## src/pmu_ctrl_pkg.sv

```systemverilog
// Shared constants and types for the regulator enable and mode control
package pmu_ctrl_pkg;

  // ----------------------------------------
  // Clock
  // ----------------------------------------
  localparam int CLK_MHZ = 50;

  // ----------------------------------------
  // Resource map
  // ----------------------------------------
  localparam int NUM_LDO = 10;
  localparam int NUM_CONV = 4;
  localparam int NUM_RES = 20;
  localparam int RES_CONV0 = 10;
  localparam int RES_CLK32 = 14;
  localparam int RES_GPIO0 = 15;
  localparam int NUM_SLOTS = 15;
  localparam int SLOT_W = 4;
  localparam int VSEL_W = 6;
  localparam int VSEL_TOP_BIT = 5;
  localparam int LOW_NOISE_A = 3;
  localparam int LOW_NOISE_B = 4;
  localparam int OK_FIRST_W = 8;
  localparam int OK_SECOND_W = 2;

  // ----------------------------------------
  // Request sources
  // ----------------------------------------
  localparam int NUM_REQ = 7;
  localparam int NUM_EN_PIN = 4;
  localparam int REQ_CLK1 = 4;
  localparam int REQ_CLK2 = 5;
  localparam int REQ_PWR = 6;
  localparam int SYNC_W = 25;

  // ----------------------------------------
  // Control fields
  // ----------------------------------------
  localparam int THERM_WARN_EN_BIT = 0;
  localparam int THERM_LVL_LSB = 1;
  localparam int THERM_LVL_W = 2;
  localparam int CONV4_RAMP_BIT = 0;
  localparam int CONV4_IDX = 3;

  // ----------------------------------------
  // Timing
  // ----------------------------------------
  localparam int SLOT_T0_US = 30;
  localparam int SLOT_T1_US = 200;
  localparam int SLOT_T2_US = 500;
  localparam int SLOT_T3_US = 2000;
  localparam int SLOT_CYC0 = SLOT_T0_US * CLK_MHZ;
  localparam int TMR_W = 17;
  localparam int T_START_US = 40;
  localparam int T_RAMP_US = 60;
  localparam int T_START_FAST_US = 20;
  localparam int T_RAMP_FAST_US = 30;
  localparam int START_CYC = T_START_US * CLK_MHZ;
  localparam int RAMP_CYC = T_RAMP_US * CLK_MHZ;
  localparam int START_FAST_CYC = T_START_FAST_US * CLK_MHZ;
  localparam int RAMP_FAST_CYC = T_RAMP_FAST_US * CLK_MHZ;
  localparam int CV_CNT_W = 12;

  // ----------------------------------------
  // States
  // ----------------------------------------
  typedef enum logic [1:0] {
    SEQ_OFF = 2'h0,
    SEQ_UP = 2'h1,
    SEQ_ACTIVE = 2'h3,
    SEQ_DOWN = 2'h2
  } seq_state_t;

  typedef enum logic [1:0] {
    CV_IDLE = 2'h0,
    CV_DELAY = 2'h1,
    CV_RAMP = 2'h3,
    CV_ON = 2'h2
  } conv_state_t;

endpackage

```

## src/conv_ctrl_if.sv

```systemverilog
// Control and status bundle between the core and one converter unit
`timescale 1ns/1ns
interface conv_ctrl_if;
  logic enable;
  logic mode;
  logic eco;
  logic dis;
  logic fast;
  logic pg_low;
  logic [pmu_ctrl_pkg::VSEL_W-1:0] vsel;
  logic pwm_force;
  logic eco_on;
  logic discharge;
  logic ramping;
  logic pg_ok;
  logic [pmu_ctrl_pkg::VSEL_W-1:0] vout;

  modport core (
    output enable, mode, eco, dis, fast, pg_low, vsel,
    input pwm_force, eco_on, discharge, ramping, pg_ok, vout
  );
  modport unit (
    input enable, mode, eco, dis, fast, pg_low, vsel,
    output pwm_force, eco_on, discharge, ramping, pg_ok, vout
  );
endinterface

```

## src/sync2.sv

```systemverilog
// Two-stage synchroniser for asynchronous level inputs
`timescale 1ns/1ns
module sync2 #(
  parameter int W = 1
) (
  // Clock and reset
  input wire logic ref_clk,
  input wire logic rst_n,
  // Levels
  input wire logic [W-1:0] async_in,
  output logic [W-1:0] sync_out
);

  logic [W-1:0] meta_ff;
  logic [W-1:0] sync_ff;

  // Only the second stage is ever looked at
  always_ff @(posedge ref_clk or negedge rst_n) begin
    if (!rst_n) begin
      meta_ff <= '0;
      sync_ff <= '0;
    end else begin
      meta_ff <= async_in;
      sync_ff <= meta_ff;
    end
  end

  assign sync_out = sync_ff;

endmodule

```

## src/conv_unit.sv

```systemverilog
// One step-down converter: start delay, soft start, mode and output supervision
`timescale 1ns/1ns
module conv_unit (
  // Clock and reset
  input wire logic ref_clk,
  input wire logic rst_n,
  // Core side
  conv_ctrl_if.unit bus
);

  pmu_ctrl_pkg::conv_state_t state_ff, nxt_state;
  logic [pmu_ctrl_pkg::CV_CNT_W-1:0] cnt_ff, nxt_cnt;
  logic [pmu_ctrl_pkg::VSEL_W-1:0] vout_ff, nxt_vout;
  logic pwm_ff, nxt_pwm;
  logic eco_ff, nxt_eco;
  logic dis_ff, nxt_dis;
  logic ramp_ff, nxt_ramp;
  logic ok_ff, nxt_ok;
  logic [pmu_ctrl_pkg::CV_CNT_W-1:0] start_cnt;
  logic [pmu_ctrl_pkg::CV_CNT_W-1:0] ramp_cnt;

  always_comb begin
    start_cnt = bus.fast ? pmu_ctrl_pkg::CV_CNT_W'(pmu_ctrl_pkg::START_FAST_CYC - 1)
                         : pmu_ctrl_pkg::CV_CNT_W'(pmu_ctrl_pkg::START_CYC - 1);
    ramp_cnt = bus.fast ? pmu_ctrl_pkg::CV_CNT_W'(pmu_ctrl_pkg::RAMP_FAST_CYC - 1)
                        : pmu_ctrl_pkg::CV_CNT_W'(pmu_ctrl_pkg::RAMP_CYC - 1);
    nxt_state = state_ff;
    nxt_cnt = cnt_ff;
    nxt_vout = vout_ff;
    case (state_ff)
      pmu_ctrl_pkg::CV_IDLE: begin
        nxt_vout = bus.vsel;
        if (bus.enable) begin
          nxt_state = pmu_ctrl_pkg::CV_DELAY;
          nxt_cnt = start_cnt;
        end
      end
      pmu_ctrl_pkg::CV_DELAY: begin
        nxt_vout = bus.vsel;
        if (!bus.enable) begin
          nxt_state = pmu_ctrl_pkg::CV_IDLE;
        end else if (cnt_ff == '0) begin
          nxt_state = pmu_ctrl_pkg::CV_RAMP;
          nxt_cnt = ramp_cnt;
        end else begin
          nxt_cnt = cnt_ff - 1'b1;
        end
      end
      pmu_ctrl_pkg::CV_RAMP: begin
        nxt_vout = bus.vsel;
        if (!bus.enable) begin
          nxt_state = pmu_ctrl_pkg::CV_IDLE;
        end else if (cnt_ff == '0) begin
          nxt_state = pmu_ctrl_pkg::CV_ON;
        end else begin
          nxt_cnt = cnt_ff - 1'b1;
        end
      end
      pmu_ctrl_pkg::CV_ON: begin
        if (!bus.enable) begin
          nxt_state = pmu_ctrl_pkg::CV_IDLE;
        end else if (vout_ff < bus.vsel) begin
          nxt_vout = vout_ff + 1'b1;
        end else if (vout_ff > bus.vsel) begin
          nxt_vout = vout_ff - 1'b1;
        end
      end
      default: begin
        nxt_state = pmu_ctrl_pkg::CV_IDLE;
      end
    endcase
    nxt_pwm = bus.mode;
    nxt_eco = bus.eco & ~bus.mode;
    nxt_dis = bus.dis & ~bus.enable;
    nxt_ramp = (nxt_state == pmu_ctrl_pkg::CV_RAMP);
    // Blanked while off, starting or stepping between set points
    nxt_ok = (state_ff == pmu_ctrl_pkg::CV_ON) && bus.enable
             && (vout_ff == bus.vsel) && !bus.pg_low;
  end

  always_ff @(posedge ref_clk or negedge rst_n) begin
    if (!rst_n) begin
      state_ff <= pmu_ctrl_pkg::CV_IDLE;
      cnt_ff <= '0;
      vout_ff <= '0;
      pwm_ff <= 1'b0;
      eco_ff <= 1'b0;
      dis_ff <= 1'b0;
      ramp_ff <= 1'b0;
      ok_ff <= 1'b0;
    end else begin
      state_ff <= nxt_state;
      cnt_ff <= nxt_cnt;
      vout_ff <= nxt_vout;
      pwm_ff <= nxt_pwm;
      eco_ff <= nxt_eco;
      dis_ff <= nxt_dis;
      ramp_ff <= nxt_ramp;
      ok_ff <= nxt_ok;
    end
  end

  assign bus.pwm_force = pwm_ff;
  assign bus.eco_on = eco_ff;
  assign bus.discharge = dis_ff;
  assign bus.ramping = ramp_ff;
  assign bus.pg_ok = ok_ff;
  assign bus.vout = vout_ff;

endmodule

```

## src/pmu_power_control.sv

```systemverilog
// Regulator enable sequencing, pin mapping, mode and supervision control
`timescale 1ns/1ns
module pmu_power_control #(
  parameter int SLOT_CYC1 = pmu_ctrl_pkg::SLOT_T1_US * pmu_ctrl_pkg::CLK_MHZ,
  parameter int SLOT_CYC2 = pmu_ctrl_pkg::SLOT_T2_US * pmu_ctrl_pkg::CLK_MHZ,
  parameter int SLOT_CYC3 = pmu_ctrl_pkg::SLOT_T3_US * pmu_ctrl_pkg::CLK_MHZ
) (
  // Clock and reset
  input wire logic ref_clk,
  input wire logic rst_n,
  // Request pins
  input wire logic [pmu_ctrl_pkg::NUM_EN_PIN-1:0] en_pin,
  input wire logic clock_request_one,
  input wire logic clock_request_two,
  input wire logic power_request,
  // Power-on and power-off conditions
  input wire logic power_on_cond,
  input wire logic power_off_cond,
  // Analog comparators
  input wire logic temp_warn_cmp,
  input wire logic temp_shutdown_cmp,
  input wire logic [pmu_ctrl_pkg::NUM_LDO-1:0] ldo_pg_cmp,
  input wire logic [pmu_ctrl_pkg::NUM_CONV-1:0] conv_pg_low,
  // Sequencing and mapping control
  input wire logic [pmu_ctrl_pkg::NUM_RES-1:0] res_reg_enable,
  input wire logic [pmu_ctrl_pkg::NUM_RES-1:0][pmu_ctrl_pkg::SLOT_W-1:0] res_slot,
  input wire logic [pmu_ctrl_pkg::NUM_REQ-1:0][pmu_ctrl_pkg::NUM_RES-1:0] req_map,
  input wire logic [1:0] slot_spacing_field,
  // Thermal control
  input wire logic [7:0] thermal_config_register,
  input wire logic thermal_flag_clear,
  // Linear regulator control
  input wire logic [pmu_ctrl_pkg::NUM_LDO-1:0][pmu_ctrl_pkg::VSEL_W-1:0] ldo_vsel,
  input wire logic [pmu_ctrl_pkg::NUM_LDO-1:0] ldo_eco,
  input wire logic [pmu_ctrl_pkg::NUM_LDO-1:0] ldo_discharge,
  // Converter control
  input wire logic [pmu_ctrl_pkg::NUM_CONV-1:0] converter_forced_fixed_freq,
  input wire logic [pmu_ctrl_pkg::NUM_CONV-1:0] conv_eco,
  input wire logic [pmu_ctrl_pkg::NUM_CONV-1:0] conv_discharge,
  input wire logic [pmu_ctrl_pkg::NUM_CONV-1:0][pmu_ctrl_pkg::VSEL_W-1:0] conv_vsel,
  input wire logic [7:0] fourth_converter_control,
  input wire logic [pmu_ctrl_pkg::NUM_CONV-1:0] conv_fault_mask,
  // Resource enables
  output logic [pmu_ctrl_pkg::NUM_RES-1:0] res_on,
  output logic device_on,
  // Linear regulator outputs
  output logic [pmu_ctrl_pkg::NUM_LDO-1:0][pmu_ctrl_pkg::VSEL_W-1:0] ldo_vout_code,
  output logic [pmu_ctrl_pkg::NUM_LDO-1:0] ldo_eco_on,
  output logic [pmu_ctrl_pkg::NUM_LDO-1:0] ldo_discharge_on,
  output logic [pmu_ctrl_pkg::OK_FIRST_W-1:0] output_ok_flags,
  output logic [pmu_ctrl_pkg::OK_SECOND_W-1:0] output_ok_flags_second,
  // Converter outputs
  output logic [pmu_ctrl_pkg::NUM_CONV-1:0] conv_pwm_force,
  output logic [pmu_ctrl_pkg::NUM_CONV-1:0] conv_eco_on,
  output logic [pmu_ctrl_pkg::NUM_CONV-1:0] conv_discharge_on,
  output logic [pmu_ctrl_pkg::NUM_CONV-1:0][pmu_ctrl_pkg::VSEL_W-1:0] conv_vout_code,
  output logic [pmu_ctrl_pkg::NUM_CONV-1:0] conv_soft_start,
  output logic [pmu_ctrl_pkg::NUM_CONV-1:0] conv_output_ok,
  output logic [pmu_ctrl_pkg::NUM_CONV-1:0] conv_fault_event,
  // Thermal outputs
  output logic temp_warning,
  output logic [pmu_ctrl_pkg::THERM_LVL_W-1:0] temp_warn_level,
  output logic thermal_shutdown_flag
);

  // ----------------------------------------
  // Input synchronisation
  // ----------------------------------------
  logic [pmu_ctrl_pkg::SYNC_W-1:0] raw_in;
  logic [pmu_ctrl_pkg::SYNC_W-1:0] syn_in;
  logic [pmu_ctrl_pkg::NUM_REQ-1:0] req_s;
  logic on_cond_s;
  logic off_cond_s;
  logic warn_s;
  logic shut_s;
  logic [pmu_ctrl_pkg::NUM_LDO-1:0] ldo_pg_s;
  logic [pmu_ctrl_pkg::NUM_CONV-1:0] conv_low_s;
  assign raw_in = {conv_pg_low, ldo_pg_cmp, temp_shutdown_cmp, temp_warn_cmp,
                   power_off_cond, power_on_cond, power_request,
                   clock_request_two, clock_request_one, en_pin};
  sync2 #(.W(pmu_ctrl_pkg::SYNC_W)) u_sync (
    .ref_clk(ref_clk),
    .rst_n(rst_n),
    .async_in(raw_in),
    .sync_out(syn_in)
  );
  assign req_s = syn_in[6:0];
  assign on_cond_s = syn_in[7];
  assign off_cond_s = syn_in[8];
  assign warn_s = syn_in[9];
  assign shut_s = syn_in[10];
  assign ldo_pg_s = syn_in[20:11];
  assign conv_low_s = syn_in[24:21];

  // ----------------------------------------
  // Slot sequencer
  // ----------------------------------------
  pmu_ctrl_pkg::seq_state_t seq_ff, nxt_seq;
  logic [pmu_ctrl_pkg::SLOT_W-1:0] slot_ff, nxt_slot;
  logic [pmu_ctrl_pkg::TMR_W-1:0] tmr_ff, nxt_tmr;
  logic [pmu_ctrl_pkg::TMR_W-1:0] slot_last;
  logic slot_done;
  always_comb begin
    case (slot_spacing_field)
      2'h0: slot_last = pmu_ctrl_pkg::TMR_W'(pmu_ctrl_pkg::SLOT_CYC0 - 1);
      2'h1: slot_last = pmu_ctrl_pkg::TMR_W'(SLOT_CYC1 - 1);
      2'h2: slot_last = pmu_ctrl_pkg::TMR_W'(SLOT_CYC2 - 1);
      default: slot_last = pmu_ctrl_pkg::TMR_W'(SLOT_CYC3 - 1);
    endcase
    slot_done = (tmr_ff >= slot_last);
    nxt_seq = seq_ff;
    nxt_slot = slot_ff;
    nxt_tmr = '0;
    case (seq_ff)
      pmu_ctrl_pkg::SEQ_OFF: begin
        nxt_slot = '0;
        if (on_cond_s && !shut_s) begin
          nxt_seq = pmu_ctrl_pkg::SEQ_UP;
        end
      end
      pmu_ctrl_pkg::SEQ_UP: begin
        if (off_cond_s) begin
          nxt_seq = pmu_ctrl_pkg::SEQ_DOWN;
        end else if (slot_done) begin
          if (slot_ff == pmu_ctrl_pkg::SLOT_W'(pmu_ctrl_pkg::NUM_SLOTS)) begin
            nxt_seq = pmu_ctrl_pkg::SEQ_ACTIVE;
          end else begin
            nxt_slot = slot_ff + 1'b1;
          end
        end else begin
          nxt_tmr = tmr_ff + 1'b1;
        end
      end
      pmu_ctrl_pkg::SEQ_ACTIVE: begin
        if (off_cond_s) begin
          nxt_seq = pmu_ctrl_pkg::SEQ_DOWN;
        end
      end
      pmu_ctrl_pkg::SEQ_DOWN: begin
        // Slots are released in reverse order
        if (slot_done) begin
          if (slot_ff == '0) begin
            nxt_seq = pmu_ctrl_pkg::SEQ_OFF;
          end else begin
            nxt_slot = slot_ff - 1'b1;
          end
        end else begin
          nxt_tmr = tmr_ff + 1'b1;
        end
      end
      default: begin
        nxt_seq = pmu_ctrl_pkg::SEQ_OFF;
      end
    endcase
    // Shutdown skips the orderly power-down
    if (shut_s) begin
      nxt_seq = pmu_ctrl_pkg::SEQ_OFF;
      nxt_slot = '0;
      nxt_tmr = '0;
    end
  end

  always_ff @(posedge ref_clk or negedge rst_n) begin
    if (!rst_n) begin
      seq_ff <= pmu_ctrl_pkg::SEQ_OFF;
      slot_ff <= '0;
      tmr_ff <= '0;
    end else begin
      seq_ff <= nxt_seq;
      slot_ff <= nxt_slot;
      tmr_ff <= nxt_tmr;
    end
  end

  // ----------------------------------------
  // Resource enables
  // ----------------------------------------
  logic [pmu_ctrl_pkg::NUM_RES-1:0] res_on_ff, nxt_res_on;
  logic [pmu_ctrl_pkg::NUM_RES-1:0] pin_on;
  logic [pmu_ctrl_pkg::NUM_RES-1:0] slot_on;
  always_comb begin
    pin_on = '0;
    for (int r = 0; r < pmu_ctrl_pkg::NUM_REQ; r++) begin
      if (req_s[r]) begin
        pin_on = pin_on | req_map[r];
      end
    end
    for (int i = 0; i < pmu_ctrl_pkg::NUM_RES; i++) begin
      slot_on[i] = (res_slot[i] != '0) && (res_slot[i] <= slot_ff);
    end
    if (seq_ff == pmu_ctrl_pkg::SEQ_OFF || shut_s) begin
      nxt_res_on = '0;
    end else begin
      nxt_res_on = slot_on | res_reg_enable | pin_on;
    end
  end

  always_ff @(posedge ref_clk or negedge rst_n) begin
    if (!rst_n) begin
      res_on_ff <= '0;
    end else begin
      res_on_ff <= nxt_res_on;
    end
  end
  assign res_on = res_on_ff;
  assign device_on = (seq_ff != pmu_ctrl_pkg::SEQ_OFF);
  // ----------------------------------------
  // Linear regulators
  // ----------------------------------------
  logic [pmu_ctrl_pkg::NUM_LDO-1:0][pmu_ctrl_pkg::VSEL_W-1:0] lvout_ff, nxt_lvout;
  logic [pmu_ctrl_pkg::NUM_LDO-1:0] leco_ff, nxt_leco;
  logic [pmu_ctrl_pkg::NUM_LDO-1:0] ldis_ff, nxt_ldis;
  logic [pmu_ctrl_pkg::NUM_LDO-1:0] lok_ff, nxt_lok;
  logic [pmu_ctrl_pkg::VSEL_W-1:0] code;
  always_comb begin
    nxt_lvout = lvout_ff;
    code = '0;
    for (int i = 0; i < pmu_ctrl_pkg::NUM_LDO; i++) begin
      code = ldo_vsel[i];
      if (i == pmu_ctrl_pkg::LOW_NOISE_A || i == pmu_ctrl_pkg::LOW_NOISE_B) begin
        code[pmu_ctrl_pkg::VSEL_TOP_BIT] = 1'b1;
      end
      // A disabled regulator picks up the latest code when it turns on
      if (nxt_res_on[i]) begin
        nxt_lvout[i] = code;
      end
    end
    nxt_leco = ldo_eco;
    nxt_ldis = ldo_discharge & ~nxt_res_on[pmu_ctrl_pkg::NUM_LDO-1:0];
    nxt_lok = ldo_pg_s;
  end

  always_ff @(posedge ref_clk or negedge rst_n) begin
    if (!rst_n) begin
      lvout_ff <= '0;
      leco_ff <= '0;
      ldis_ff <= '0;
      lok_ff <= '0;
    end else begin
      lvout_ff <= nxt_lvout;
      leco_ff <= nxt_leco;
      ldis_ff <= nxt_ldis;
      lok_ff <= nxt_lok;
    end
  end
  assign ldo_vout_code = lvout_ff;
  assign ldo_eco_on = leco_ff;
  assign ldo_discharge_on = ldis_ff;
  assign output_ok_flags = lok_ff[pmu_ctrl_pkg::OK_FIRST_W-1:0];
  assign output_ok_flags_second = lok_ff[pmu_ctrl_pkg::NUM_LDO-1:pmu_ctrl_pkg::OK_FIRST_W];
  // ----------------------------------------
  // Step-down converters
  // ----------------------------------------
  conv_ctrl_if cif[pmu_ctrl_pkg::NUM_CONV]();
  for (genvar c = 0; c < pmu_ctrl_pkg::NUM_CONV; c++) begin : g_conv
    assign cif[c].enable = res_on_ff[pmu_ctrl_pkg::RES_CONV0 + c];
    assign cif[c].mode = converter_forced_fixed_freq[c];
    assign cif[c].eco = conv_eco[c];
    // Next enable gates too, so discharge never overlaps the first on cycle
    assign cif[c].dis = conv_discharge[c] & ~nxt_res_on[pmu_ctrl_pkg::RES_CONV0 + c];
    assign cif[c].vsel = conv_vsel[c];
    assign cif[c].pg_low = conv_low_s[c];
    // Only the fourth converter has selectable timing
    assign cif[c].fast = (c == pmu_ctrl_pkg::CONV4_IDX) ?
                         fourth_converter_control[pmu_ctrl_pkg::CONV4_RAMP_BIT] : 1'b0;
    conv_unit u_conv (
      .ref_clk(ref_clk),
      .rst_n(rst_n),
      .bus(cif[c])
    );
    assign conv_pwm_force[c] = cif[c].pwm_force;
    assign conv_eco_on[c] = cif[c].eco_on;
    assign conv_discharge_on[c] = cif[c].discharge;
    assign conv_vout_code[c] = cif[c].vout;
    assign conv_soft_start[c] = cif[c].ramping;
    assign conv_output_ok[c] = cif[c].pg_ok;
  end

  // ----------------------------------------
  // Converter fault events and thermal
  // ----------------------------------------
  logic [pmu_ctrl_pkg::NUM_CONV-1:0] fault_ff, nxt_fault;
  logic warn_ff, nxt_warn;
  logic shut_flag_ff, nxt_shut_flag;
  always_comb begin
    // Low output reported for unmasked enabled converters outside soft start, so also during start delay and set point steps
    nxt_fault = conv_low_s & ~conv_fault_mask
                & res_on_ff[pmu_ctrl_pkg::RES_CONV0 +: pmu_ctrl_pkg::NUM_CONV]
                & ~conv_soft_start;
    nxt_warn = warn_s & thermal_config_register[pmu_ctrl_pkg::THERM_WARN_EN_BIT];
    nxt_shut_flag = shut_flag_ff;
    if (thermal_flag_clear) begin
      nxt_shut_flag = 1'b0;
    end
    if (shut_s) begin
      nxt_shut_flag = 1'b1;
    end
  end

  always_ff @(posedge ref_clk or negedge rst_n) begin
    if (!rst_n) begin
      fault_ff <= '0;
      warn_ff <= 1'b0;
      shut_flag_ff <= 1'b0;
    end else begin
      fault_ff <= nxt_fault;
      warn_ff <= nxt_warn;
      shut_flag_ff <= nxt_shut_flag;
    end
  end
  assign conv_fault_event = fault_ff;
  assign temp_warning = warn_ff;
  assign temp_warn_level =
    thermal_config_register[pmu_ctrl_pkg::THERM_LVL_LSB +: pmu_ctrl_pkg::THERM_LVL_W];
  assign thermal_shutdown_flag = shut_flag_ff;

endmodule

```

## config.mk

```make
export PLATFORM = sky130hd
export DESIGN_NAME = pmu_power_control
export DESIGN_NICKNAME = d
export VERILOG_FILES = /design/src/pmu_ctrl_pkg.sv /design/src/conv_ctrl_if.sv /design/src/sync2.sv /design/src/conv_unit.sv /design/src/pmu_power_control.sv
export SDC_FILE = /design/constraint.sdc
export NUM_CORES = 1
export LEC_CHECK = 0
export ABC_AREA = 1
export BUFFER_PORTS_ARGS = -buffer_cell sky130_fd_sc_hd__buf_2
export CORE_MARGIN = 4
export CORE_UTILIZATION = 35
export CTS_BUF_LIST = sky130_fd_sc_hd__clkbuf_16
export CTS_CLUSTER_SIZE = 16
export DETAILED_ROUTE_END_ITERATION = 12
export GPL_TIMING_DRIVEN = 0
export PLACE_DENSITY = 0.61
export SLEW_MARGIN = 20
export SYNTH_ARGS = -nofsm -noshare
export SYNTH_HDL_FRONTEND = slang
export SYNTH_HIERARCHICAL = 1
export SYNTH_SLANG_ARGS = --single-unit
```

## constraint.sdc

```tcl
create_clock -name ref_clk -period 4.9 [get_ports ref_clk]
set_input_delay 0.98 -clock ref_clk [delete_from_list [all_inputs] [get_ports ref_clk]]
set_output_delay 0.98 -clock ref_clk [all_outputs]
set_load 0.05 [all_outputs]
```

==> metrics.md, run 1 <==
| Metric | Value |
|---|---|
| Status | finished clean |
| Vias per inst | 4.85 |
| FF/Latch Area | 7230 sq um |
| Chip width | 232 um |
| Die outline height | 232 um |
| Initial antenna violation count | 25 |
| Largest net degree at the start of global routing | 95 |
| Initial Util | 0.357 |
| Worst Setup SP | slot_ff[1] |
| Synth Flop Type | dfrtp_1 |
| Setup crit start kind | register |
| Share of layout cells above drive strength 1 | 0.274 |
| CTS tree | yes |
| Synthesis-to-layout area growth | 28.1% |
| Ports | 569 |
| Async set-reset flop share out of synthesis | 1.00 |
| Sequential fraction of the synthesis area | 0.411 |
| Reg2Reg Launch Point | slot_ff[1] |
| Power consumption | 10.3 mW |
| Post-synthesis cell count | 2,201 |
| Type of element capturing the critical path | register |
| Pre-CTS WS | 1.66 ns |
| Kind of critical path | reg -> reg |
| Worst hold path type | in -> async |
| Number of synthesized flops with an enable pin | 0 |
| Yosys cell types | 57 |
| Port Buf Inserts | 552 |
| Nets@finish | 3,363 |
| # clock sinks | 289 |
| Vias in the first global route | 17,203 |
| Grt total ovfl | 0 |
| Peak supply drop | 334 uV |
| Routed vias | 17,040 |
| DRT iter0 DRCs | 846 |
| Std-Cell Rows | 81 |
| Area of the multi-input gates | 8970 sq um |
| Register bit count reported by yosys | 289 |
| Detail Route Antenna Nets | 0 |
| Total CTS buffers | 36 |
| Routed Wire Length | 60.9 mm |
| Post-Syn Area | 17,600 sq um |
| Final WS setup | 1.36 ns |
| First-pass GRT wire length | 93.1 mm |
| Avg WL per Cell | 17.3 um |
| Worst EP required | 5.32 ns |
| Die Area | 54,000 sq um |
| Clock Skew | 0.0111 ns |
| R2R Setup Slk | 1.36 ns |
| DRC | 0 |
| Fmax | 283 MHz |
| Fill cell count | 4,964 |
| Setup Fix Bufs, Post-CTS | 0 |
| Final Hold Viols | 0 |
| Crit share post-route | 0.722 |
| Core area | 49,400 sq um |
| Min Tclk post-route | 3.54 ns |
| Max-slew headroom at the worst pin | 0.242 |
| Critical Path AT | 3.96 ns |
| Post-CTS sizing | 0 |
| Max-cap viol count | 0 |
| YS warnings | 6 |
| Gpl congestion | 0.949 |
| Reg-to-reg endpoint | ldo_discharge_on[2] |
| H-tree depth | 2 |
| RSZ-0062 raised after global routing | false |
| CTS clk-pin slew, worst paths | 0.06 ns |
| Gr usage total | 0.218 |
| Detail Placement HPWL | 49.4 mm |
| Pins Over Slew Limit | 0 |
| P_leak | 12.2 nW |
| Reg2Reg Depth | 9 |
| Clk root buf | clkbuf_16 |
| Critical-path maximum fanout | 22 |
| Slew at the pin with the worst max-slew slack | 1.13 ns |
| Average cell area after synthesis | 8.00 sq um |
| First drt pass iteration count | 5 |
| Clock buffer depth | 3 |
| # hold bufs at CTS | 0 |
| Setup-failing EPs final | 0 |
| Power per standard cell area | 456 nW/um^2 |
| Worst-Skew Late Latency | 0.55 ns |
[where the power goes]
group	total [mW]	internal, mW	switching, mW
sequential	3.32	2.91	0.407
combinational	4.32	1.28	3.04
clock	2.66	1.57	1.09
total	10.3	5.76	4.54
[routing by layer]
metal | part of all wire | up-vias | wire length (um) | GRT usage
met5 | 0.00031 | - | 19 | 0
met3 | 0.052 | 108 | 3170 | 0.0421
met4 | 0.029 | 2 | 1760 | 0.0725
met2 | 0.53 | 508 | 32500 | 0.408
li1 | - | 8410 | - | -
met1 | 0.39 | 8012 | 23500 | 0.247
[critical path: stages, from the launching register on]
cell      delay (ns)
dfrtp_1         0.41
clkinv_1        0.90
ha_1            0.72
a21oi_1         0.17
o21ai_0         0.10
o21a_1          0.12
o21ai_1         0.42
nand2_1         0.30
inv_1           0.21
nor2_1          0.06
[layout make-up]
type / count / share of cell area
Multi-Input combinational cell: 1591 / 0.397
Sequential cell: 289 / 0.321
Timing Repair Buffer: 555 / 0.127
Inverter: 269 / 0.0451
Clock buffer: 38 / 0.0422
Tap cell: 664 / 0.0368
Buffer: 62 / 0.0190
Clock inverter: 27 / 0.00998
Antenna cell: 20 / 0.00222
[cell families (layout without fill, tap and decap cells)]
family          Yosys count  after routing  synth area share
fa+ha+maj               153            153             0.111
flops                   289            289             0.411
compound gates          293            293             0.105
other cells               1             31          0.000213
xor+xnor                 30             30            0.0149
buf+inv                 331            951            0.0821
simple gates           1104           1104             0.276
[cells in the mapped netlist, types with 21 or more instances]
| cell type | n | share of area |
|---|---|---|
| a21oi_1 | 96 | 0.027 |
| xnor2_1 | 21 | 0.010 |
| nor3_1 | 37 | 0.011 |
| inv_1 | 257 | 0.055 |
| nor2_1 | 157 | 0.033 |
| buf_4 | 27 | 0.012 |
| nand4_1 | 24 | 0.0085 |
| nand2_1 | 612 | 0.13 |
| nand2_2 | 30 | 0.011 |
| buf_2 | 22 | 0.0063 |
| o21ai_0 | 66 | 0.019 |
| a22o_1 | 29 | 0.014 |
| ha_1 | 148 | 0.11 |
| dfrtp_1 | 289 | 0.41 |
| nand3_1 | 179 | 0.051 |
[worst max-delay path by stage]
| stage | cells after the start | slack, ns | endpoint |
|---|---|---|---|
| floorplan | 14 | 2.03 | g_conv[1].u_conv/bus.vout[3] |
| global placement | 1 | -2.83 | ldo_eco_on[1] |
| detailed placement | 15 | 1.66 | g_conv[1].u_conv/bus.vout[3] |
| CTS | 9 | 1.71 | ldo_discharge_on[2] |
| global route | 9 | 1.09 | ldo_discharge_on[2] |
| finish | 9 | 1.36 | ldo_discharge_on[2] |
[through the flow]
stage          hold WS (ns)  utilization  cell area [sq um]  setup TNS, ns  cells
2_1_floorplan         0.331            -              17600              0   2211
6_report              0.335        0.457              22600              0   3515
3_5_place_dp          0.335        0.432              21300              0   3430
5_1_grt               0.340        0.457              22500              0   3509
4_1_cts               0.325        0.456              22500              0   3495
3_3_place_gp          0.331        0.430              21200        -805.55   3427
[flip-flops by register name (all words and copies together), names as in the netlist, 8 cells and up]
name	flops
g_conv.u_conv/bus.vout	24
g_conv.u_conv/cnt_ff	48
g_conv.u_conv/state_ff	8
ldo_discharge_on	10
ldo_eco_on	10
ldo_vout_code	60
lok_ff	10
res_on	20
tmr_ff	17
u_sync/meta_ff	25
u_sync/sync_out	25
[cells in the final DEF (no fill, tap or decap), drive strengths merged, types with 20 or more instances in the layout]
cell type / instances
xnor2: 21
o21ai: 105
nand3: 186
buf: 611
nand4: 25
dfrtp: 289
diode: 20
nor2: 176
nand2: 651
nor3: 39
ha: 148
inv: 274
a22o: 29
a21oi: 99
clkbuf: 44
Power figures use the tool's default switching activity.
==> run 2: changes to the inputs <==
--- a/config.mk
+++ b/config.mk
@@ -5,7 +5,7 @@
 export SDC_FILE = /design/constraint.sdc
 export NUM_CORES = 1
 export LEC_CHECK = 0
-export ABC_AREA = 1
+export ABC_AREA = 0
 export BUFFER_PORTS_ARGS = -buffer_cell sky130_fd_sc_hd__buf_2
 export CORE_MARGIN = 4
 export CORE_UTILIZATION = 35
@@ -13,7 +13,7 @@
 export CTS_CLUSTER_SIZE = 16
 export DETAILED_ROUTE_END_ITERATION = 12
 export GPL_TIMING_DRIVEN = 0
-export PLACE_DENSITY = 0.61
+export PLACE_DENSITY = 0.64
 export SLEW_MARGIN = 20
 export SYNTH_ARGS = -nofsm -noshare
 export SYNTH_HDL_FRONTEND = slang
==> constraint.sdc (replaced) <==
create_clock -name ref_clk -period 3 [get_ports ref_clk]
set_input_delay 0.6 -clock ref_clk [delete_from_list [all_inputs] [get_ports ref_clk]]
set_output_delay 0.6 -clock ref_clk [all_outputs]
set_load 0.05 [all_outputs]
==> run 2 against run 1 <==
Effect of this change: the flow now finishes with violations (setup timing); highest routed layer unchanged; design area down 5.4%; clock power increased by 79%; clock skew is 0.0022 ns higher; first-iteration DRC count up 12%; routed wire length fell by 3.6%; clock-buffer cell count grew 1; combinational power is 62% higher; sequential share of layout area increased by 1.8 points; flip-flop and latch count unchanged; via count shrank 13%; worst hold slack got worse by 0.17 ns.
==> metrics.md, run 2 <==
| Metric | Value |
|---|---|
| Status | finished, violations left |
| Failing checks | setup timing |
| Buf/Inv on CP | 2 |
| Placed Instances | 2,725 |
| Initial Util | 0.356 |
| Vias in the first global route | 15,205 |
| Yosys top cell area share | 0.445 |
| Async set-reset flop share out of synthesis | 1.00 |
| Avg WL per Cell | 20.9 um |
| Commonest non-fill, non-tap cells in the layout | buf_2 (555), dfrtp_1 (288), ha_1 (148), inv_1 (111), nand2_1 (104) |
| Most numerous cell on the critical path | nor2b_1 |
| Core area | 45,700 sq um |
| CP max-delay cell | clkbuf_1 |
| Final WS setup | -0.0121 ns |
| Initial antenna violation count | 18 |
| DRC | 0 |
| Post-synthesis cell count | 1,550 |
| Average cell area after synthesis | 10.5 sq um |
| Synth Flop Type | dfrtp_1 |
| # clock sinks | 289 |
| Clock Skew | 0.0133 ns |
| Largest net degree at the start of global routing | 92 |
| Detail Placement HPWL | 45.8 mm |
| Power per standard cell area | 802 nW/um^2 |
| Nets@finish | 2,724 |
| Critical Path AT | 3.42 ns |
| CTS clk-pin slew, worst paths | 0.06 ns |
| Routed Wire Length | 58.8 mm |
| Crit share post-route | 1.00 |
| Type of element capturing the critical path | register |
| Max-cap viol count | 0 |
| Worst EP required | 3.41 ns |
| P_leak | 10.5 nW |
| Clk root buf | clkbuf_16 |
| Vias per inst | 5.26 |
| Commonest non-fill, non-tap cell in the layout | buf_2 |
| Critical path's largest stage delay | 0.69 ns |
| H-tree depth | 2 |
| Most numerous cell in the Yosys netlist | dfrtp_1 |
| Worst path top cell family by delay | buffers and inverters |
| Pins Over Slew Limit | 0 |
| Critical-path maximum fanout | 10 |
| Cell taking the most area after synthesis | dfrtp_1 |
| DRT iter0 DRCs | 950 |
| Number of synthesized flops with an enable pin | 0 |
| Fmax | 332 MHz |
| Ports | 569 |
| Detail Route Antenna Nets | 0 |
| Share of layout cells above drive strength 1 | 0.352 |
| Non-filler cells, final | 2,805 |
| Std-Cell Rows | 78 |
| Kind of critical path | reg -> reg |
| YS warnings | 6 |
| CTS tree | yes |
| Post-synth top cells | dfrtp_1 (289), ha_1 (148), inv_1 (107) |
| Power consumption | 17.1 mW |
| Sequential fraction of the synthesis area | 0.445 |
| Setup-failing EPs final | 1 |
| Die outline height | 224 um |
| First-pass GRT wire length | 87.4 mm |
| Area contributors post-synth | dfrtp_1 (44%), ha_1 (11%), mux2_2 (4.2%), a21oi_1 (2.8%), o21ai_0 (2.6%) |
| Port Buf Inserts | 552 |
| Max-slew headroom at the worst pin | 0.311 |
| Min Tclk post-route | 3.01 ns |
| Peak supply drop | 618 uV |
| Setup crit start kind | register |
| Fin Hold WS | 0.165 ns |
| Clock buffer depth | 3 |
| First drt pass iteration count | 5 |
| Yosys cell types | 86 |
| Register bit count reported by yosys | 289 |
| Final Core Density | 0.467 |
| Chip width | 224 um |
| Post-Syn Area | 16,300 sq um |
| Total CTS buffers | 37 |
| Final Hold Viols | 0 |
| Gr usage total | 0.226 |
| Fill cell count | 4,296 |
| Slew at the pin with the worst max-slew slack | 1.03 ns |
| Die Area | 50,000 sq um |
| Synthesis-to-layout area growth | 31.2% |
| Crit-path cells | clkbuf_1, buf_2, a22oi_1, a31oi_1, a31o_2, nor2b_1, nor2b_1 |
| Max reg flops | 60 |
| Worst-Skew Late Latency | 0.54 ns |
| Worst hold path type | in -> reg |
| Gpl congestion | 0.913 |
| Grt total ovfl | 0 |
| Routed vias | 14,764 |
==> run 2: timing repair <==
action | CTS | global route
hold endpoints to repair | 52 | 0
gates cloned | 0 | 0
hold buffers | 1 | 0
setup endpoints to repair | 62 | 10
setup buffers | 0 | 0
gates resized for setup | 4 | 7
==> run 2: through the flow <==
step	cell area [sq um]	setup WS (ns)	TNS (ns)
finish	21300	-0.0121	-0.0121
floorplan	16300	0.137	0
global route	21300	-0.00227	-0.00227
detailed placement	20000	-0.298	-13.32
global placement	19800	-4.20	-1241.21
CTS	21300	0.0248	0
==> run 2: worst paths after layout <==
kind / startpoint / end / slack [ns] / depth (start not counted)
max: u_sync/sync_out[2] / g_conv[0].u_conv/bus.discharge / -0.01 / 7
min: ldo_pg_cmp[1] / u_sync/meta_ff[12] / 0.17 / 1
max reg2reg: u_sync/sync_out[2] / g_conv[0].u_conv/bus.discharge / -0.01 / 7
min reg2reg: u_sync/meta_ff[0] / u_sync/sync_out[0] / 0.35 / 0
max in group asynchronous: rst_n / thermal_shutdown_flag / 1.28 / 4
min in group asynchronous: rst_n / u_sync/meta_ff[17] / 0.58 / 2
==> run 2: power breakdown <==
group          internal [mW]  switching (mW)  total (mW)  leakage [nW]
clock                   2.95            1.80        4.75         0.651
sequential              4.73           0.605        5.34          3.45
combinational           2.29            4.72        7.01          6.42
total                   9.98            7.12        17.1          10.5
==> run 2: cell families (layout without fill, tap and decap cells) <==
logic type                 Yosys count  after routing  share of synthesized area
AOI/OAI and AO/OA                  409            409                      0.172
and+or+nand+nor                    397            397                      0.134
DFF                                289            289                      0.445
buffers and inverters              176            800                     0.0503
adders and majority gates          153            153                      0.120
muxes                               85             85                     0.0570
xor gates and xnor gates            40             40                     0.0216
other                                1             32                   0.000231
==> run 2: worst reg2reg max path, stage by stage (launching register included) <==
cell and delay [ns]:
dfrtp_1 0.36, clkbuf_1 0.69, buf_2 0.64, a22oi_1 0.21, a31oi_1 0.62, a31o_2 0.22, nor2b_1 0.04, nor2b_1 0.12
==> run 2: final cells by class <==
class                      instances  area, sq um  share of cell area
antenna                           12         30.0             0.00141
buffer                            65          419              0.0197
clock buffer                      39          976              0.0458
clock inverter                    28          315              0.0148
inverter                         111          419              0.0197
multi-input combinational       1104         8290               0.389
sequential                       289         7230               0.339
tap                              600          751              0.0352
timing repair buffer             557         2890               0.136
==> run 2: layer usage <==
layer,up-vias,wire length [um],GRT usage,part of all wire
met1,7164,22900,0.267,0.39
met5,-,68,0,0.0012
met4,10,2730,0.111,0.046
met2,567,28800,0.380,0.49
met3,130,4310,0.0612,0.073
li1,6893,-,-,-
==> run 3: changes to the inputs <==
--- a/config.mk
+++ b/config.mk
@@ -9,10 +9,8 @@
 export BUFFER_PORTS_ARGS = -buffer_cell sky130_fd_sc_hd__buf_2
 export CORE_MARGIN = 4
 export CORE_UTILIZATION = 35
-export CTS_BUF_LIST = sky130_fd_sc_hd__clkbuf_16
 export CTS_CLUSTER_SIZE = 16
 export DETAILED_ROUTE_END_ITERATION = 12
-export GPL_TIMING_DRIVEN = 0
 export PLACE_DENSITY = 0.64
 export SLEW_MARGIN = 20
 export SYNTH_ARGS = -nofsm -noshare
==> run 3 against run 2 <==
Effect of this change: the flow now finishes without violations; global-route usage is 0.30 points lower; sequential power is 3% higher; clock skew is 0.0012 ns lower; worst setup slack better by 0.20 ns; clock-buffer cell count is 10 higher; sequential share of layout area is 0.30 points higher; combinational power is 3.4% lower; via count is 0.70% lower; register-to-register slack better by 0.20 ns; worst hold slack worse by 0.0070 ns; design area is 0.86% lower; critical path type unchanged.
==> metrics.md, run 3 (synthesized netlist as in run 2, its figures left out) <==
| Metric | Value |
|---|---|
| DRC | 0 |
| Critical Path AT | 3.24 ns |
| FF/Latch Area | 7230 sq um |
| Avg WL per Cell | 20.7 um |
| Ports | 569 |
| First drt pass iteration count | 5 |
| Placed Instances | 2,715 |
| Max reg flops | 60 |
| Grt total ovfl | 0 |
| RSZ-0062 raised after global routing | false |
| Port Buf Inserts | 550 |
| Commonest non-fill, non-tap cells in the layout | buf_2 (549), dfrtp_1 (288), ha_1 (148), inv_1 (107), nand2_1 (104) |
| Min Tclk post-route | 2.81 ns |
| Initial antenna violation count | 14 |
| Post-placement cell area | 19,900 sq um |
| Power consumption | 16.6 mW |
| Logic pwr share | 0.407 |
| Worst-Skew Late Latency | 0.55 ns |
| Reg2Reg Launch Point | g_conv[3].u_conv/bus.vout[3] |
| Non-filler cells, final | 2,788 |
| CTS tree | yes |
| Nets@finish | 2,714 |
| Seq pwr share | 0.331 |
| Worst Setup SP | g_conv[3].u_conv/bus.vout[3] |
| P_leak | 10.5 nW |
| Worst Min Path Start | ldo_pg_cmp[2] |
| Final Hold Viols | 0 |
| Share of layout cells above drive strength 1 | 0.359 |
| Fmax | 356 MHz |
| First-pass GRT wire length | 86.7 mm |
| Crit share post-route | 0.936 |
| Pint | 9.59 mW |
| Std-Cell Rows | 78 |
| Setup TNS | 0 ns |
| Max-slew headroom at the worst pin | 0.405 |
| H-tree depth | 2 |
| Clock Skew | 0.0122 ns |
| Max-cap viol count | 0 |
| Chip width | 224 um |
| Final Instance Area | 21,100 sq um |
| Area of the multi-input gates | 8290 sq um |
| CTS clk-pin slew, worst paths | 0.06 ns |
| Fill cell count | 4,285 |
| Vias in the first global route | 15,258 |
| Slew at the pin with the worst max-slew slack | 0.892 ns |
| Routed vias | 14,660 |
| Synthesis-to-layout area growth | 30.1% |
| Total CTS buffers | 37 |
| Sw Share | 0.422 |
| Clk root buf | clkbuf_16 |
| Gpl congestion | 0.904 |
| Setup Fix Bufs, Post-CTS | 0 |
| Power per standard cell area | 785 nW/um^2 |
| Largest net degree at the start of global routing | 80 |
| Worst EP required | 3.43 ns |
| Critical-path maximum fanout | 4 |
| Vias per inst | 5.26 |
| Pins Over Slew Limit | 0 |
| DRT iter0 DRCs | 935 |
| Commonest non-fill, non-tap cell in the layout | buf_2 |
| Core area | 45,700 sq um |
| Net Sw Power | 7.02 mW |
| Gr usage total | 0.223 |
| Type of element capturing the critical path | register |
| Worst hold path type | in -> reg |
| Routed Wire Length | 57.8 mm |
| # clock sinks | 289 |
| Clock share of power | 0.262 |
| Detail Placement HPWL | 45.5 mm |
| Die outline height | 224 um |
| Setup crit start kind | register |
| Status | finished clean |
| Detail Route Antenna Nets | 0 |
| Kind of critical path | reg -> reg |
| Peak supply drop | 742 uV |
| Die Area | 50,000 sq um |
| Initial Util | 0.356 |
| Fin Hold WS | 0.158 ns |
| Setup-failing EPs final | 0 |
| Clock buffer depth | 3 |
-- run 3: cell type report --
class	instances	share of cell area
antenna	8	0.000947
clock buffer	49	0.0488
clock inverter	15	0.00663
inverter	111	0.0197
multi-input combinational	1104	0.392
sequential	289	0.342
tap	600	0.0355
timing repair buffer	612	0.155
-- run 3: worst paths after layout --
| path | to | slack (ns) | cells past startpoint |
|---|---|---|---|
| setup / recovery | g_conv[3].u_conv/bus.vout[5] | 0.19 | 11 |
| hold / removal | u_sync/meta_ff[13] | 0.16 | 1 |
| setup reg to reg | g_conv[3].u_conv/bus.vout[5] | 0.19 | 11 |
| hold reg to reg | u_sync/sync_out[11] | 0.34 | 0 |
| max in group asynchronous | slot_ff[0] | 1.55 | 3 |
| min in group asynchronous | u_sync/sync_out[17] | 0.60 | 2 |
-- run 3: power by group through the flow --
| stage | clock, mW | sequential, mW | combinational (mW) |
|---|---|---|---|
| floorplan | 0 | 7.27 | 2.95 |
| global route | 4.64 | 5.62 | 7.29 |
| finish | 4.35 | 5.50 | 6.77 |
| detailed placement | 0 | 5.53 | 6.79 |
| global placement | 0 | 5.50 | 6.62 |
| CTS | 4.47 | 5.48 | 6.80 |
-- run 3: routing by layer --
metal,routed length (um),part of all wire,vias to the layer above,global-route usage
met5,28,0.00048,-,0
met4,2170,0.037,4,0.0855
met3,3530,0.061,110,0.0447
met2,28900,0.50,537,0.391
met1,23200,0.40,7149,0.270
li1,-,-,6860,-
-- run 3: through the flow --
stage	worst slack [ns]	util
finish	0.192	0.463
global route	0.0234	0.463
CTS	0.186	0.462
detailed placement	-0.0947	0.437
global placement	-0.00964	0.437
floorplan	0.137	-
-- run 3: worst max-delay path, cell delays in order, from the launching register on --
cell,delay [ns]
dfrtp_1,0.43
ha_1,0.31
a21oi_1,0.16
o21a_1,0.15
o21ai_1,0.14
ha_1,0.35
a211oi_1,0.31
o21bai_1,0.12
a21oi_1,0.18
xnor2_1,0.16
a21oi_1,0.10
o31a_1,0.29
-- run 3: repair_timing --
item	CTS	global route
gates resized for setup	0	2
setup endpoints to repair	0	2
hold buffers	1	0
endpoints found under the hold margin	33	0
